**src/logic/lefc_params.svh**
```systemverilog
`ifndef LEFC_PARAMS_SVH
`define LEFC_PARAMS_SVH

// Clock rate, 5 ns period.
`define LEFC_CLK_HZ 200000000
// Switch debounce time in ms and its cycle count.
`define LEFC_DEBOUNCE_MS 37
`define LEFC_DEB_CYC (`LEFC_DEBOUNCE_MS * (`LEFC_CLK_HZ / 1000))
// Internal fade PWM rate in Hz; one period is cut into 4096 phase slots.
`define LEFC_PWM_HZ 220
`define LEFC_PWM_PHASES 4096
`define LEFC_PWM_SLOT_CYC (`LEFC_CLK_HZ / `LEFC_PWM_HZ / `LEFC_PWM_PHASES)
// Ramp time per kilohm of the time set value: 2.5 us.
`define LEFC_TSET_NS_PER_KOHM 2500
`define LEFC_TSET_CYC_PER_KOHM (`LEFC_TSET_NS_PER_KOHM / 5)
// Shorted time set: whole transition in about 70 us.
`define LEFC_INSTANT_US 70
`define LEFC_INSTANT_STEP_CYC ((`LEFC_INSTANT_US * 200 + 62) / 63)
// Fade steps and full duty.
`define LEFC_STEP_MAX 6'h3f
`define LEFC_DUTY_FULL 13'h1000
// Reset values.
`define LEFC_RST_STEP 6'h00
`define LEFC_RST_ON 1'b0

`endif

```
**src/logic/lefc_pkg.sv**
```systemverilog
package lefc_pkg;

   typedef enum logic {
      LEFC_MODE_LEVEL,
      LEFC_MODE_PULSE
   } lefc_mode_e;

   typedef struct packed {
      logic on;
      logic ramping;
      logic [5:0] step;
   } lefc_lamp_s;

endpackage

```
**src/logic/lefc_top.sv**
```systemverilog
//
// Function
// - Strap picks pulse toggle mode when high, level mode when low.
// - Pulse mode: debounced low pulse toggles channel, fading up or down.
// - Level mode: debounced rise fades up when off, stays on otherwise.
// - Level mode: debounced fall fades down when on, stays off otherwise.
// - Each switch is debounced about 37 ms on both edges.
// - After reset both lamps are off with toggle latches cleared.
// - Fade up and fade down each use their own programmed ramp time.
// - Fades run as 63 gamma corrected PWM duty steps.
// - A new toggle mid fade turns the ramp from the current step.
// - Each lamp has its own latch, debouncer and sequencer.
// - Backlight follows its enable with no fade, within a few cycles.
// - Shared PWM input triggering is handled outside this block.
// - A shorted ramp time runs the fade at the instant rate, finishing in about 70 us.
// - Fade steps are made by an internal PWM of about 220 Hz.
//
`timescale 1ns/100ps
`default_nettype none
`include "lefc_params.svh"

module lefc_top #(
   parameter int unsigned DEB_CYC = `LEFC_DEB_CYC,
   parameter int unsigned TSET_CYC_PER_KOHM = `LEFC_TSET_CYC_PER_KOHM,
   parameter int unsigned TSET_W = 10
) (
   input wire logic clk,
   input wire logic reset,
   input wire logic [1:0] channel_switch_input,
   input wire logic backlight_enable_input,
   input wire logic switch_style_select,
   input wire logic [TSET_W-1:0] ramp_up_time_set,
   input wire logic [TSET_W-1:0] ramp_down_time_set,
   output logic [1:0] lamp_current_output,
   output logic backlight_current_output,
   output lefc_pkg::lefc_lamp_s [1:0] lamp_status
);

   ////////////////////////////////////////////////////////////////////////////

   localparam logic [22:0] DEB_LAST = 23'(DEB_CYC - 1);
   localparam logic [7:0] SLOT_LAST = 8'(`LEFC_PWM_SLOT_CYC - 1);
   localparam logic [19:0] INSTANT_CYC = 20'(`LEFC_INSTANT_STEP_CYC);

   // Gamma curve: square law, with the top step forced to full duty.
   function automatic logic [12:0] gamma_duty(input logic [5:0] s);
      logic [12:0] sq;
      sq = 13'({7'h00, s} * {7'h00, s});
      gamma_duty = (s == `LEFC_STEP_MAX) ? `LEFC_DUTY_FULL : sq;
   endfunction

   // Per step dwell; a shorted setting falls back to the instant rate.
   function automatic logic [19:0] dwell_cycles(input logic [TSET_W-1:0] set);
      logic [31:0] full;
      full = 32'(set) * 32'(TSET_CYC_PER_KOHM) / 32'd63;
      dwell_cycles = (set == '0) ? INSTANT_CYC : 20'(full);
   endfunction

   ////////////////////////////////////////////////////////////////////////////
   // Input synchronisers.

   logic [1:0] sw_meta_q;
   logic [1:0] sw_sync_q;
   logic mode_meta_q;
   logic mode_sync_q;
   logic bl_meta_q;
   logic bl_sync_q;

   always_ff @(posedge clk or posedge reset) begin
      if (reset) begin
         sw_meta_q <= 2'h0;
         sw_sync_q <= 2'h0;
         mode_meta_q <= 1'b0;
         mode_sync_q <= 1'b0;
         bl_meta_q <= 1'b0;
         bl_sync_q <= 1'b0;
      end else begin
         sw_meta_q <= channel_switch_input;
         sw_sync_q <= sw_meta_q;
         mode_meta_q <= switch_style_select;
         mode_sync_q <= mode_meta_q;
         bl_meta_q <= backlight_enable_input;
         bl_sync_q <= bl_meta_q;
      end
   end

   wire lefc_pkg::lefc_mode_e mode = mode_sync_q ? lefc_pkg::LEFC_MODE_PULSE
                                                 : lefc_pkg::LEFC_MODE_LEVEL;

   ////////////////////////////////////////////////////////////////////////////
   // Shared fade PWM timebase.

   logic [7:0] slot_cnt_q;
   logic [11:0] phase_q;

   always_ff @(posedge clk or posedge reset) begin
      if (reset) begin
         slot_cnt_q <= 8'h00;
         phase_q <= 12'h000;
      end else if (slot_cnt_q == SLOT_LAST) begin
         slot_cnt_q <= 8'h00;
         phase_q <= phase_q + 12'h001;
      end else begin
         slot_cnt_q <= slot_cnt_q + 8'h01;
      end
   end

   ////////////////////////////////////////////////////////////////////////////
   // Per lamp debounce, toggle latch and fade sequencer.

   logic [22:0] deb_cnt_q [2];
   logic [1:0] deb_q;
   logic [1:0] on_q;
   logic [5:0] step_q [2];
   logic [19:0] dwell_q [2];
   logic [1:0] lamp_out_q;
   logic [1:0] ramp_q;

   wire [19:0] up_dwell = dwell_cycles(ramp_up_time_set);
   wire [19:0] dn_dwell = dwell_cycles(ramp_down_time_set);

   logic [1:0] differ;
   logic [1:0] accept;
   logic [1:0] rise;
   logic [1:0] fall;
   logic [1:0] on_d;
   logic [1:0] at_target;
   logic [1:0] going_up;
   logic [1:0] step_due;
   logic [19:0] dwell_lim [2];
   logic [5:0] step_d [2];
   logic [1:0] ramp_d;

   always_comb begin
      for (int c = 0; c < 2; c++) begin
         differ[c] = sw_sync_q[c] != deb_q[c];
         accept[c] = differ[c] && (deb_cnt_q[c] == DEB_LAST);
         rise[c] = accept[c] && sw_sync_q[c];
         fall[c] = accept[c] && !sw_sync_q[c];
         on_d[c] = on_q[c];
         if (mode == lefc_pkg::LEFC_MODE_PULSE) begin
            if (fall[c]) begin
               on_d[c] = !on_q[c];
            end
         end else if (rise[c]) begin
            on_d[c] = 1'b1;
         end else if (fall[c]) begin
            on_d[c] = 1'b0;
         end
         at_target[c] = on_q[c] ? (step_q[c] == `LEFC_STEP_MAX)
                                : (step_q[c] == 6'h00);
         going_up[c] = on_q[c] && !at_target[c];
         dwell_lim[c] = going_up[c] ? up_dwell : dn_dwell;
         step_due[c] = !at_target[c] && (dwell_q[c] + 20'h00001 >= dwell_lim[c]);
         step_d[c] = step_q[c];
         if (step_due[c]) begin
            step_d[c] = going_up[c] ? step_q[c] + 6'h01 : step_q[c] - 6'h01;
         end
         // Ramping is judged on the next state so that the status bit is a register.
         ramp_d[c] = on_d[c] ? (step_d[c] != `LEFC_STEP_MAX) : (step_d[c] != 6'h00);
      end
   end

   always_ff @(posedge clk or posedge reset) begin
      if (reset) begin
         deb_q <= 2'h0;
         on_q <= {2{`LEFC_RST_ON}};
         lamp_out_q <= 2'h0;
         ramp_q <= 2'h0;
         for (int c = 0; c < 2; c++) begin
            deb_cnt_q[c] <= 23'h000000;
            step_q[c] <= `LEFC_RST_STEP;
            dwell_q[c] <= 20'h00000;
         end
      end else begin
         for (int c = 0; c < 2; c++) begin
            // Any return to the accepted level restarts the count.
            if (!differ[c] || accept[c]) begin
               deb_cnt_q[c] <= 23'h000000;
            end else begin
               deb_cnt_q[c] <= deb_cnt_q[c] + 23'h000001;
            end
            if (accept[c]) begin
               deb_q[c] <= sw_sync_q[c];
            end
            on_q[c] <= on_d[c];
            // Dwell keeps running across a reversal so the turn is seamless.
            if (step_due[c] || at_target[c]) begin
               dwell_q[c] <= 20'h00000;
            end else begin
               dwell_q[c] <= dwell_q[c] + 20'h00001;
            end
            step_q[c] <= step_d[c];
            ramp_q[c] <= ramp_d[c];
            lamp_out_q[c] <= {1'b0, phase_q} < gamma_duty(step_q[c]);
         end
      end
   end

   ////////////////////////////////////////////////////////////////////////////
   // Backlight and status outputs.

   logic bl_out_q;

   always_ff @(posedge clk or posedge reset) begin
      if (reset) begin
         bl_out_q <= 1'b0;
      end else begin
         bl_out_q <= bl_sync_q;
      end
   end

   assign lamp_current_output = lamp_out_q;
   assign backlight_current_output = bl_out_q;

   always_comb begin
      for (int c = 0; c < 2; c++) begin
         lamp_status[c].on = on_q[c];
         lamp_status[c].ramping = ramp_q[c];
         lamp_status[c].step = step_q[c];
      end
   end

endmodule
`default_nettype wire

```
**config.mk**
```make
export PLATFORM = sky130hd
export DESIGN_NAME = lefc_top
export DESIGN_NICKNAME = d
export VERILOG_FILES = /design/src/logic/lefc_pkg.sv /design/src/logic/lefc_top.sv
export VERILOG_INCLUDE_DIRS = /design/src /design/src/logic
export SDC_FILE = /design/constraint.sdc
export NUM_CORES = 1
export LEC_CHECK = 0
export BUFFER_PORTS_ARGS = -buffer_cell sky130_fd_sc_hd__buf_2
export CAP_MARGIN = 20
export CELL_PAD_IN_SITES_DETAIL_PLACEMENT = 0
export CELL_PAD_IN_SITES_GLOBAL_PLACEMENT = 2
export CORE_ASPECT_RATIO = 1.5
export CORE_MARGIN = 5
export CORE_UTILIZATION = 36
export CTS_CLUSTER_DIAMETER = 80
export DETAILED_ROUTE_END_ITERATION = 6
export PLACE_DENSITY = 0.9
export SYNTH_ARGS = -nofsm -noshare
export SYNTH_HDL_FRONTEND = slang
export SYNTH_SLANG_ARGS = --single-unit
```
**constraint.sdc**
```tcl
create_clock -name clk -period 4.2 [get_ports clk]
set_input_delay 0.84 -clock clk [delete_from_list [all_inputs] [get_ports clk]]
set_output_delay 0.84 -clock clk [all_outputs]
set_load 0.01 [all_outputs]
```
==> impl_metrics.yaml <==
run_status:
  status: "finished, violations left"
  violations: "setup timing"
global_routing:
  grt_pass1_vias: 27300
  grt_start_max_net_pins: 43
  antenna_found_initial: 0
  met3_usage_pct: 2.11
  grt_pass1_wl_um: 132000
  busiest_layer: "met2"
  grt_remaining_overflow: 0
  gr-usage-met2_pct: 45.7
  track_usage_pct: 23.3
  grt_use_met1_pct: 24.4
sta:
  final.setup.worst_slack_ps: -11940
  tightest_slew_ps: 927
  skew_ps: 9.96
  period_share_pct: 384
  final_max_slew_viol_count: 0
  fin_crit_ps: 16140
  rsz0062_at_grt: "true"
  finalSetupViolations: 43
  hold_viol: 0
  clock.fmax_mhz: 61.9
  slew_headroom_pct: 37.6
worst_setup_path:
  crit_top_cell: "buf_4"
  end_kind: "register"
  crit_buf_inv: 18
  setup.worst_path.start_class: "input port"
  cp.required_ps: 4470
  cp_max_fo: 7
  timing.critical_path.slowest_cell_delay_ps: 570
  critPathTopFamily: "simple AND/OR/NAND/NOR gates"
  critical_path_class: "in -> reg"
  cp_data_arrival_time_ps: 16420
  cpMaxStageDelayCell: "fa_1"
placed_design:
  portBuffers: 44
  pre_cts_slack_ps: -13000
  post-dp-hpwl_um: 64100
  place.gp.congestion: 1.01
floorplan:
  core-area_mm2: 0.0611
  die-area_mm2: 0.0668
  start_util_pct: 36.3
  ios: 45
  die_y_um: 314
  die_x_um: 213
  fp-row-count: 111
logic_synthesis:
  post-synth-top-area-cell: "dfrtp_1"
  synth_edf_count: 0
  ys_seq_area_share_pct: 15.2
  synth_ff_type: "dfrtp_1"
  synth_seq_cells: 135
  avgSynthCellArea_um2: 7.91
  synth_top_area_share_pct: 15.2
  yosysWarnings: 0
  ys_types: 129
  synth_cells: 2805
  synthTopCellsByArea: "dfrtp_1, ha_1, fa_1, xnor2_1, nand2_1"
  async_flop_share_pct: 100
  syn_area_mm2: 0.0222
  yosysMostFrequentCell: "nand2_1"
  synthTopCellsByCount: "nand2_1, nor2_1, ha_1"
routing:
  vias: 26100
  drt_wl_total_um: 82300
  viasPerCell: 5.61
  drc_errors: 0
  first_pass_iters: 5
  drtIter0Drc: 1493
  wl_per_cell_um: 17.7
  antenna_left: 0
cells_and_area:
  fin_nets: 4129
  final_layout_size_suffix_gt1_share_pct: 42.1
  area_delta_synth_final_pct: 55.4
  antennaDiodeCount: 0
clock_network:
  postCtsHoldBufs: 0
  clkSinkCount: 135
  cts.path.max_buffers: 2
  cts_tree: "built"
  clk_latency_ps: 420
  htreeDepth: 4
  clk_pin_slew_ps: 60
  cts_made_buffers: 17
  root_buffer: "clkbuf_16"
worst_hold_path:
  hp-class: "reg -> reg"
flow_run:
  drv_cap: 0
## per-layer routing
layer | part of all wire [%] | wire length (um) | vias to the layer above
met1 | 37 | 30100 | 12600
met5 | 0 | 0 | -
met3 | 2.9 | 2420 | 295
met4 | 5.7 | 4690 | 0
met2 | 55 | 45100 | 754
li1 | - | - | 12400
## path summary, 6_finish.rpt
path	startpoint	cells after the start	slack (ps)	end
worst max-delay path	ramp_up_time_set[2]	82	-11940	ramp_q[1]$_DFF_PP0_
worst min-delay path	bl_meta_q$_DFF_PP0_	0	350	bl_sync_q$_DFF_PP0_
worst max register to register	lamp_status[0]$_DFF_PP0_	31	-450	ramp_q[0]$_DFF_PP0_
worst min register to register	bl_meta_q$_DFF_PP0_	0	350	bl_sync_q$_DFF_PP0_
max in group asynchronous	reset	3	2660	lamp_status[9]$_DFF_PP0_
min in group asynchronous	reset	2	590	deb_cnt_q[35]$_DFF_PP0_
## cell usage in the layout (no fill, tap or decap), drive strengths merged, types with 13 or more instances in the layout
master / count
buf: 1091
nand2: 238
nor2: 228
ha: 185
inv: 176
a21oi: 159
o21ai: 141
nand3: 137
dfrtp: 135
xnor2: 131
nor3: 94
xor2: 82
fa: 78
nor2b: 53
nand4: 52
and3: 50
mux2i: 46
o211ai: 41
a31oi: 41
a211oi: 41
nand2b: 39
and2: 38
a21o: 37
nor4: 37
or2: 35
or3: 29
o21a: 27
a211o: 21
o22ai: 21
mux2: 21
and4: 20
clkbuf: 18
o31ai: 16
o2111ai: 15
or4: 14
a2111oi: 13
## cells by family after synthesis
| kind of cell | share of synthesized area [%] |
|---|---|
| AOI/OAI and AO/OA | 25.0 |
| buffers and inverters | 4.87 |
| other | 0.0169 |
| DFF | 15.2 |
| adders and majority gates | 17.5 |
| xor gates and xnor gates | 8.51 |
| muxes | 3.21 |
| and+or+nand+nor | 25.6 |
## metrics by stage
step,instance area [um^2],TNS (ps),instances,util [%],hold WS [ps]
final,34500,-489320,4643,56.4,346
after global routing,34500,-520370,4643,56.4,355
after detailed placement,30400,-528550,4475,49.8,335
after floorplan,22800,-468430,2816,-,331
after CTS,33500,-473360,4610,54.8,350
after global placement,30400,-517230,4475,49.8,333
## final cells by class
cell class	count	area, um^2
Multi-Input combinational cell	2418	20600
Sequential cell	135	3380
Fill cell	5315	26600
Inverter	177	674
Timing Repair Buffer	1091	8250
Clock buffer	18	429
Tap cell	791	990
Clock inverter	13	180
## registers in the layout (all words and copies together) (netlist names), 2 cells and up
register             flops
deb_q                    2
slot_cnt_q               8
sw_meta_q                2
sw_sync_q                2
deb_cnt_q               46
lamp_status             12
on_q                     2
dwell_q                 40
lamp_current_output      2
ramp_q                   2
phase_q                 12
## timing repair
item | in CTS | in global routing
setup endpoints to repair | 44 | 44
gates cloned | 2 | 0
buffers inserted | 102 | 33
gates resized for setup | 346 | 118
pin swaps | 159 | 104
Power is left out: the tool's default activity adds up to more than one toggle a clock period on the data nets, which glitch-free logic cannot reach.
